File: config.mk
export PLATFORM = sky130hd
export DESIGN_NAME = spc_port
export DESIGN_NICKNAME = d
export VERILOG_FILES = /design/src/spc_pkg.sv /design/src/spc_port.sv /design/src/spc_sync.sv
export SDC_FILE = /design/constraint.sdc
export NUM_CORES = 1
export LEC_CHECK = 0
export ABC_AREA = 1
export BUFFER_PORTS_ARGS = -buffer_cell sky130_fd_sc_hd__buf_2
export CAP_MARGIN = 10
export CORE_UTILIZATION = 60
export CTS_CLUSTER_SIZE = 20
export DETAILED_ROUTE_END_ITERATION = 12
export PLACE_DENSITY_LB_ADDON = 0.12
export RECOVER_POWER = 50
export SYNTH_ARGS = -nofsm -noshare
export SYNTH_HDL_FRONTEND = slang
export SYNTH_SLANG_ARGS = --single-unit
File: constraint.sdc
create_clock -name clk -period 3.6 [get_ports clk]
set_clock_uncertainty 0.15 [all_clocks]
set_input_delay 0.72 -clock clk [delete_from_list [all_inputs] [get_ports clk]]
set_output_delay 0.72 -clock clk [all_outputs]
set_load 0.02 [all_outputs]
File: src/spc_pkg.sv
// Constants for the serial power control port.
// Assumes one 50 MHz system clock; serial pins arrive asynchronously.
// Functional notes
// - Seventeen bits per transfer into holding register
// - Bit 0 first, bit 16 last
// - Strobe rising edge copies holding to operation
// - Bits 3..7 enable five radio sub-blocks
// - Each sub-block follows only its own bit
// - Synchronous port, one bit per serial clock
package spc_pkg;
    localparam int          SPC_WORD_BITS  = 17;     // Control word length
    localparam int          SPC_CNT_W      = 5;      // Bit counter width
    localparam int          SPC_EN_LSB     = 3;      // First enable bit
    localparam int          SPC_EN_NUM     = 5;      // Number of enable bits
    localparam logic [16:0] SPC_WORD_RESET = 17'h00000; // All blocks in standby
    localparam int          SPC_SYNC_STAGES = 2;     // Pin synchroniser depth
    localparam int          SPC_BIT_TXOSC  = 3;      // Transmit oscillator and buffer
    localparam int          SPC_BIT_TXMIX  = 4;      // Transmit mixer and LO buffer
    localparam int          SPC_BIT_MOD    = 5;      // Modulator
    localparam int          SPC_BIT_DRV    = 6;      // Driver amplifier
    localparam int          SPC_BIT_DIV2   = 7;      // Divide-by-two and limiter
endpackage : spc_pkg

File: src/spc_port.sv
// Serial power control port: shifts a control word in from the pins,
// loads it on a strobe edge and drives five sub-block enables.
// Assumes serial clock, data and strobe are asynchronous to clk and
// the serial clock is several clk periods long in each phase.
module spc_port
    import spc_pkg::*;
(
    input  wire logic                  clk,
    input  wire logic                  resetn,
    input  wire logic                  ser_clk,
    input  wire logic                  ser_data,
    input  wire logic                  ser_strobe,
    output logic [SPC_EN_NUM-1:0]      blk_en,
    output logic [SPC_WORD_BITS-1:0]   op_word,
    output logic [SPC_CNT_W-1:0]       bit_count
);
    logic                     sclk_s;        // Synchronised serial clock
    logic                     sdata_s;       // Synchronised data
    logic                     strb_s;        // Synchronised strobe
    logic                     sclk_d_ff;     // Last serial clock level
    logic                     strb_d_ff;     // Last strobe level
    logic [SPC_WORD_BITS-1:0] hold_ff;       // Holding register
    logic [SPC_WORD_BITS-1:0] op_ff;         // Operation register
    logic [SPC_CNT_W-1:0]     cnt_ff;        // Bits shifted since load
    logic                     sclk_rise;     // Serial clock rising edge
    logic                     strb_rise;     // Strobe rising edge
    wire logic [SPC_EN_NUM-1:0] nxt_blk_en;  // Next sub-block enables

    // Timing from pin to output, in clk cycles: two cycles through the
    // synchroniser, one for the edge pulse to act on the registers and
    // one more for the output flops. Serial clock, data and strobe must
    // each hold a level for at least three clk cycles; shorter phases
    // may be missed. That is the price of sampling the link with the
    // system clock instead of clocking registers from the pin itself.

    // Each pin gets its own synchroniser before any logic looks at it
    spc_sync u_sync_clk (
        .clk    (clk),
        .resetn (resetn),
        .din    (ser_clk),
        .dout   (sclk_s)
    );
    spc_sync u_sync_dat (
        .clk    (clk),
        .resetn (resetn),
        .din    (ser_data),
        .dout   (sdata_s)
    );
    spc_sync u_sync_strb (
        .clk    (clk),
        .resetn (resetn),
        .din    (ser_strobe),
        .dout   (strb_s)
    );

    // Edge history, taken from the synchronised levels only
    always_ff @(posedge clk or negedge resetn) begin
        if (!resetn) begin
            sclk_d_ff <= 1'b0;
            strb_d_ff <= 1'b0;
        end else begin
            sclk_d_ff <= sclk_s;
            strb_d_ff <= strb_s;
        end
    end

    assign sclk_rise = sclk_s & ~sclk_d_ff;
    assign strb_rise = strb_s & ~strb_d_ff;

    // Shift right so bit 0 sent first ends in bit 0 after 17 clocks
    // Enables never see a half-shifted word: only this register moves
    always_ff @(posedge clk or negedge resetn) begin
        if (!resetn) begin
            hold_ff <= SPC_WORD_RESET;
        end else if (sclk_rise) begin
            hold_ff <= {sdata_s, hold_ff[SPC_WORD_BITS-1:1]};
        end
    end

    // Count shifted bits, cleared by a load; saturates to flag overruns
    // A count other than 17 at load time shows a short or long transfer
    always_ff @(posedge clk or negedge resetn) begin
        if (!resetn) begin
            cnt_ff <= '0;
        end else if (strb_rise) begin
            cnt_ff <= '0;
        end else if (sclk_rise && cnt_ff != {SPC_CNT_W{1'b1}}) begin
            cnt_ff <= cnt_ff + 1'b1;
        end
    end

    // Whole holding register copied on strobe; holding left intact
    always_ff @(posedge clk or negedge resetn) begin
        if (!resetn) begin
            op_ff <= SPC_WORD_RESET;
        end else if (strb_rise) begin
            op_ff <= hold_ff;
        end
    end

    // Per sub-block next enable: each bit looks at its own operation bit
    // and nothing else, so any mix of blocks may run while others stand by.
    // Reserved positions drive no enable, whatever the controller sent; op_word still carries them.
    for (genvar g = 0; g < SPC_EN_NUM; g++) begin : g_enable
        assign nxt_blk_en[g] = op_ff[SPC_EN_LSB+g];
    end

    // Output flops; the extra cycle keeps every output straight off a flop
    always_ff @(posedge clk or negedge resetn) begin
        if (!resetn) begin
            blk_en    <= '0;
            op_word   <= SPC_WORD_RESET;
            bit_count <= '0;
        end else begin
            blk_en    <= nxt_blk_en;
            op_word   <= op_ff;
            bit_count <= cnt_ff;
        end
    end

    // Checks on the port. Each is cut off while reset is low, so at the
    // first edge after release the sampled history holds reset values.

    // Enable follows operation bits one cycle after load
    AST_EN_FOLLOWS: assert property (@(posedge clk) disable iff (!resetn)
        blk_en == $past(op_ff[SPC_EN_LSB +: SPC_EN_NUM]))
        else $error("enable does not follow operation bits");

    // Operation register changes only on a strobe edge
    AST_OP_ONLY_STROBE: assert property (@(posedge clk) disable iff (!resetn)
        !strb_rise |=> $stable(op_ff))
        else $error("operation register changed without strobe");

    // Strobe edge loads holding value
    AST_LOAD: assert property (@(posedge clk) disable iff (!resetn)
        strb_rise |=> op_ff == $past(hold_ff))
        else $error("strobe did not load holding register");

    // New bit enters at the top
    AST_SHIFT_IN: assert property (@(posedge clk) disable iff (!resetn)
        sclk_rise |=> hold_ff[SPC_WORD_BITS-1] == $past(sdata_s))
        else $error("serial bit not shifted in");

    // Shift moves the word toward bit 0
    AST_SHIFT_DOWN: assert property (@(posedge clk) disable iff (!resetn)
        sclk_rise |=> hold_ff[SPC_WORD_BITS-2:0] == $past(hold_ff[SPC_WORD_BITS-1:1]))
        else $error("holding register did not shift");

    // No serial edge, no shift
    AST_HOLD_IDLE: assert property (@(posedge clk) disable iff (!resetn)
        !sclk_rise |=> $stable(hold_ff))
        else $error("holding register moved without clock");

    // Enables two cycles after a load carry the loaded enable field only;
    // compared with the holding register so a wrong slice cannot hide
    AST_ENABLE_RANGE: assert property (@(posedge clk) disable iff (!resetn)
        strb_rise |-> ##2 blk_en == $past(hold_ff[SPC_EN_LSB +: SPC_EN_NUM], 2))
        else $error("enable mapping wrong");

    // Load restarts the bit count
    AST_COUNT_CLEAR: assert property (@(posedge clk) disable iff (!resetn)
        strb_rise |=> cnt_ff == '0)
        else $error("bit count not cleared");

    // Each named sub-block sits on its own enable output; these catch a
    // reversed or shifted enable field one block at a time, as the slice check also does
    AST_EN_TXOSC: assert property (@(posedge clk) disable iff (!resetn)
        blk_en[SPC_BIT_TXOSC-SPC_EN_LSB] == $past(op_ff[SPC_BIT_TXOSC]))
        else $error("oscillator enable wrong");

    // Transmit mixer enable
    AST_EN_TXMIX: assert property (@(posedge clk) disable iff (!resetn)
        blk_en[SPC_BIT_TXMIX-SPC_EN_LSB] == $past(op_ff[SPC_BIT_TXMIX]))
        else $error("mixer enable wrong");

    // Modulator enable
    AST_EN_MOD: assert property (@(posedge clk) disable iff (!resetn)
        blk_en[SPC_BIT_MOD-SPC_EN_LSB] == $past(op_ff[SPC_BIT_MOD]))
        else $error("modulator enable wrong");

    // Driver amplifier enable
    AST_EN_DRV: assert property (@(posedge clk) disable iff (!resetn)
        blk_en[SPC_BIT_DRV-SPC_EN_LSB] == $past(op_ff[SPC_BIT_DRV]))
        else $error("driver enable wrong");

    // Divide-by-two enable
    AST_EN_DIV2: assert property (@(posedge clk) disable iff (!resetn)
        blk_en[SPC_BIT_DIV2-SPC_EN_LSB] == $past(op_ff[SPC_BIT_DIV2]))
        else $error("divider enable wrong");

    // Every serial edge below the top of the range, without a strobe edge, adds exactly one bit
    AST_COUNT_STEP: assert property (@(posedge clk) disable iff (!resetn)
        (sclk_rise && !strb_rise && cnt_ff != {SPC_CNT_W{1'b1}})
            |=> cnt_ff == $past(cnt_ff) + 1'b1)
        else $error("bit count did not step");

    // The count holds at its top; wrapping would hide an overrun
    AST_COUNT_SAT: assert property (@(posedge clk) disable iff (!resetn)
        (!strb_rise && cnt_ff == {SPC_CNT_W{1'b1}}) |=> cnt_ff == {SPC_CNT_W{1'b1}})
        else $error("bit count wrapped");

    // Word output mirrors the operation register one cycle later
    AST_WORD_MIRROR: assert property (@(posedge clk) disable iff (!resetn)
        op_word == $past(op_ff))
        else $error("word output does not follow operation register");

    // Count output mirrors the counter one cycle later
    AST_COUNT_MIRROR: assert property (@(posedge clk) disable iff (!resetn)
        bit_count == $past(cnt_ff))
        else $error("count output does not follow counter");

    // One serial clock edge gives one shift, never two
    AST_SCLK_ONE_SHOT: assert property (@(posedge clk) disable iff (!resetn)
        sclk_rise |=> !sclk_rise)
        else $error("serial edge pulse too long");

    // One strobe edge gives one load, never two
    AST_STRB_ONE_SHOT: assert property (@(posedge clk) disable iff (!resetn)
        strb_rise |=> !strb_rise)
        else $error("strobe edge pulse too long");

    // The whole word, reserved bits included, reaches the output after a load
    AST_LOAD_OUT: assert property (@(posedge clk) disable iff (!resetn)
        strb_rise |-> ##2 op_word == $past(hold_ff, 2))
        else $error("loaded word not on output");
endmodule : spc_port

File: src/spc_sync.sv
// Two-flop synchroniser for one asynchronous pin level.
// Assumes the pin is slow relative to clk.
module spc_sync
    import spc_pkg::*;
(
    input  wire logic clk,
    input  wire logic resetn,
    input  wire logic din,
    output logic      dout
);
    logic meta_ff; // First stage, read only by second stage

    // Plain double flop; metastability settles in the first stage
    always_ff @(posedge clk or negedge resetn) begin
        if (!resetn) begin
            meta_ff <= 1'b0;
            dout    <= 1'b0;
        end else begin
            meta_ff <= din;
            dout    <= meta_ff;
        end
    end
endmodule : spc_sync
==> impl_metrics.prom <==
# TYPE chip_impl_metric gauge
chip_impl_info{name="run_status",value="finished, violations left"} 1
chip_impl_info{name="violated_checks",value="max-capacitance violations, max-slew violations"} 1
chip_impl_metric{name="max-slew-margin-rel",unit="%"} -17.3
chip_impl_info{name="synthFlopType",value="dfrtp_1"} 1
chip_impl_metric{name="synthDistinctLibCells",unit=""} 21
chip_impl_metric{name="clock_latency",unit="ns"} 0.33
chip_impl_metric{name="post_route_setup_tns",unit="ns"} 0
chip_impl_info{name="synth_top_cells_by_area",value="dfrtp_1, o21ai_0, nand2_1"} 1
chip_impl_metric{name="first_global_vias",unit=""} 1427
chip_impl_info{name="post-synth-top-area-cell",value="dfrtp_1"} 1
chip_impl_metric{name="tritoncts_num_sinks",unit=""} 69
chip_impl_info{name="worst_setup_path_end_kind",value="asynchronous set/reset pin"} 1
chip_impl_metric{name="cts_inserted_buffers",unit=""} 9
chip_impl_metric{name="timing_hold_violations_final",unit=""} 0
chip_impl_metric{name="count_of_port_buffers_added_during_placement",unit=""} 31
chip_impl_metric{name="post_cts_setup_repair_bufs",unit=""} 0
chip_impl_metric{name="synth_edf_count",unit=""} 0
chip_impl_metric{name="fraction_of_layout_instances_using_a_drive_strength_above_1",unit="%"} 24.1
chip_impl_metric{name="routed-via-count",unit=""} 1432
chip_impl_metric{name="post-layout-total-power",unit="uW"} 1740
chip_impl_info{name="rsz0062_at_grt",value="false"} 1
chip_impl_info{name="path_cells",value="buf_2 -> clkbuf_1"} 1
chip_impl_info{name="layout_commonest_cell",value="dfrtp_1"} 1
chip_impl_metric{name="timing.reg2reg.worst_path_depth",unit=""} 7
chip_impl_metric{name="cp_data_arrival_time",unit="ns"} 2.08
chip_impl_metric{name="ys_seq_elements",unit=""} 69
chip_impl_metric{name="switching_share",unit="%"} 27.6
chip_impl_metric{name="clock_transition_at_path_regs",unit="ns"} 0.06
chip_impl_metric{name="drt_first_iter_violations",unit=""} 117
chip_impl_metric{name="yosysTopAreaCellShare",unit="%"} 72.2
chip_impl_metric{name="power.share.combinational",unit="%"} 14.2
chip_impl_metric{name="fp.coreArea",unit="um^2"} 3740
chip_impl_metric{name="grt_remaining_overflow",unit=""} 0
chip_impl_metric{name="groute.usage.overall",unit="%"} 21.1
chip_impl_metric{name="clockPowerShare",unit="%"} 31.2
chip_impl_metric{name="fp-row-count",unit=""} 22
chip_impl_metric{name="dp.cells",unit=""} 264
chip_impl_info{name="critical_path.reg2reg.startpoint",value="cnt_ff[0]"} 1
chip_impl_metric{name="critical_path.max_stage_delay",unit="ns"} 1.27
chip_impl_metric{name="route.detailed.drc",unit=""} 0
chip_impl_metric{name="vdd_drop_max",unit="uV"} 371
chip_impl_metric{name="cap_violations",unit=""} 2
chip_impl_metric{name="drt.antenna.violating_nets",unit=""} 0
chip_impl_info{name="final_cell_mix",value="dfrtp_1, nand2_1, buf_2"} 1
chip_impl_metric{name="synth_area",unit="um^2"} 2390
chip_impl_metric{name="synth_seq_area_share",unit="%"} 72.2
chip_impl_info{name="cp_top_family",value="buffers and inverters"} 1
chip_impl_metric{name="max_slew.worst_pin.slew",unit="ns"} 1.76
chip_impl_metric{name="critPathMaxFanout",unit=""} 35
chip_impl_metric{name="post_synth.cell_area_avg",unit="um^2"} 12.3
chip_impl_metric{name="timing.final.max_slew_violations",unit=""} 71
chip_impl_metric{name="initial_utilization",unit="%"} 63.9
chip_impl_metric{name="fraction_of_synthesis_flops_using_an_asynchronous_set_or_reset_pin",unit="%"} 100
chip_impl_metric{name="cp_buf_inv_count",unit=""} 2
chip_impl_metric{name="die-height",unit="um"} 65.1
chip_impl_metric{name="max_freq",unit="MHz"} 471
chip_impl_metric{name="stdcell_count",unit=""} 280
chip_impl_info{name="tritoncts",value="done"} 1
chip_impl_metric{name="grt_first_pass_wirelength",unit="um"} 6260
chip_impl_info{name="holdPathEnd",value="u_sync_dat.dout"} 1
chip_impl_metric{name="post_synth_inst_count",unit=""} 195
chip_impl_metric{name="post_cts_resized",unit=""} 0
chip_impl_metric{name="pin_count_of_the_biggest_net_entering_global_routing",unit=""} 39
chip_impl_metric{name="top_level_ports",unit=""} 32
chip_impl_metric{name="fin_crit_sh",unit="%"} 58.9
chip_impl_info{name="path_class",value="input port to asynchronous set/reset pin"} 1
chip_impl_metric{name="static-leakage-power",unit="uW"} 0.00138
chip_impl_metric{name="crit_required",unit="ns"} 3.56
chip_impl_metric{name="drt-wirelength-per-cell",unit="um"} 12.8
chip_impl_metric{name="drt_first_pass_iters",unit=""} 5
chip_impl_metric{name="combined_area_of_the_multi_input_logic_cells",unit="um^2"} 480
chip_impl_metric{name="synthesis_warning_total",unit=""} 0
chip_impl_info{name="reg2reg_to",value="cnt_ff[2]"} 1
chip_impl_info{name="hold_path.class",value="register to register"} 1
chip_impl_metric{name="route.detailed.vias_per_inst",unit=""} 5.11
chip_impl_metric{name="power_density",unit="nW/um^2"} 652
chip_impl_metric{name="area.sequential",unit="um^2"} 1730
chip_impl_metric{name="internal_power",unit="uW"} 1260
chip_impl_metric{name="nNetsFinal",unit=""} 234
chip_impl_info{name="crit_path_top_delay_cell",value="clkbuf_1"} 1
chip_impl_metric{name="net-switching-power",unit="uW"} 480
chip_impl_metric{name="replace_congestion",unit=""} 0.842
chip_impl_metric{name="fp.dieArea",unit="um^2"} 4240
chip_impl_metric{name="flow.area_growth_from_synthesis",unit="%"} 11.8
chip_impl_metric{name="timing.hold.ws",unit="ns"} 0.202
chip_impl_info{name="hold_path_startpoint",value="u_sync_dat.meta_ff"} 1
chip_impl_metric{name="ff2ff_setup_slack",unit="ns"} 1.87
chip_impl_metric{name="die_width",unit="um"} 65.1
chip_impl_metric{name="antennaDiodeCount",unit=""} 0
chip_impl_metric{name="syn-num-nets",unit=""} 202
chip_impl_metric{name="hold_depth",unit=""} 0
chip_impl_metric{name="share_seq_of_total_power",unit="%"} 54.5
chip_impl_info{name="timing.critical_path.from_type",value="input port"} 1
chip_impl_metric{name="htree_num_levels",unit=""} 3
chip_impl_metric{name="cts_buffer_depth",unit=""} 2
chip_impl_metric{name="final.fill_count",unit=""} 272
chip_impl_metric{name="finalWorstPathRequiredPeriod",unit="ns"} 2.12
chip_impl_metric{name="detail_route.wirelength",unit="um"} 3570
chip_impl_metric{name="antenna_violations_before_repair",unit=""} 0
chip_impl_metric{name="dp_hpwl",unit="um"} 2190
chip_impl_metric{name="hold_buffers",unit=""} 0
chip_impl_metric{name="finalSetupViolations",unit=""} 0
chip_impl_info{name="cts_root_buf",value="clkbuf_8"} 1
==> power groups by stage <==
stage	clock network (uW)	registers [uW]	logic, uW
after floorplan	0	1010	132
after global placement	0	958	243
after detailed placement	0	964	251
after CTS	556	951	253
after global routing	591	965	280
final	544	950	248
==> layout make-up <==
type	instances	share of cell area, %
Clock inverter	1	0.187
Sequential cell	69	64.6
Multi-Input combinational cell	95	18.0
Timing Repair Buffer	33	6.09
Inverter	19	2.67
Tap cell	48	2.25
Clock buffer	15	6.23
==> registers in the layout, indices dropped and copies added (netlist names) <==
signal               flops
u_sync_strb.dout         1
hold_ff                 17
u_sync_dat.dout          1
u_sync_clk.meta_ff       1
blk_en                   4
bit_count                5
u_sync_dat.meta_ff       1
cnt_ff                   5
op_word                 13
u_sync_clk.dout          1
u_sync_strb.meta_ff      1
strb_d_ff                1
sclk_d_ff                1
op_ff                   17
==> per-layer routing <==
metal	global-route usage, %	vias up	wire [um]	share of wire [%]
met5	0	-	0	0
met1	25.9	701	1560	44
met2	32.4	46	1740	49
met3	5.90	11	168	4.7
met4	14.9	0	104	2.9
li1	-	674	-	-
==> per-stage QoR <==
step / utilization (%) / instance area (um^2) / setup slack (ns)
6_report: 71.4 / 2670 / 1.48
4_1_cts: 71.6 / 2680 / 1.85
2_1_floorplan: - / 2390 / 2.06
3_5_place_dp: 67.0 / 2510 / 1.91
3_3_place_gp: 67.0 / 2510 / 2.01
5_1_grt: 71.4 / 2670 / 1.08
==> synth_stat cells (2+ instances only) <==
cell type	n
ha_1	2
dfrtp_1	69
o21ai_0	28
buf_6	4
o21ai_2	7
buf_4	5
nand3_1	3
nand2_1	37
inv_1	18
a21oi_1	3
nor2_2	2
nor2_1	8
==> worst max path at each step <==
stage | start | endpoint | slack [ns] | cells past startpoint
3_3_place_gp | cnt_ff[0] | cnt_ff[2] | 2.01 | 7
4_1_cts | op_word[15] | op_word[15] | 1.85 | 1
3_5_place_dp | cnt_ff[1] | cnt_ff[2] | 1.91 | 7
2_1_floorplan | cnt_ff[0] | cnt_ff[0] | 2.06 | 6
5_1_grt | resetn | op_ff[12] | 1.08 | 2
6_report | resetn | op_ff[7] | 1.48 | 2
==> kinds of logic (layout without fill, tap and decap cells) <==
family                     Yosys count  in the layout  share of synthesized area, %
DFF                                 69             69                          72.2
AOI/OAI and AO/OA                   38             38                          9.05
buffers and inverters               31             68                          7.69
adders and majority gates            2              2                          1.05
and+or+nand+nor                     55             55                          9.99
(Power assumes the default switching activity.)
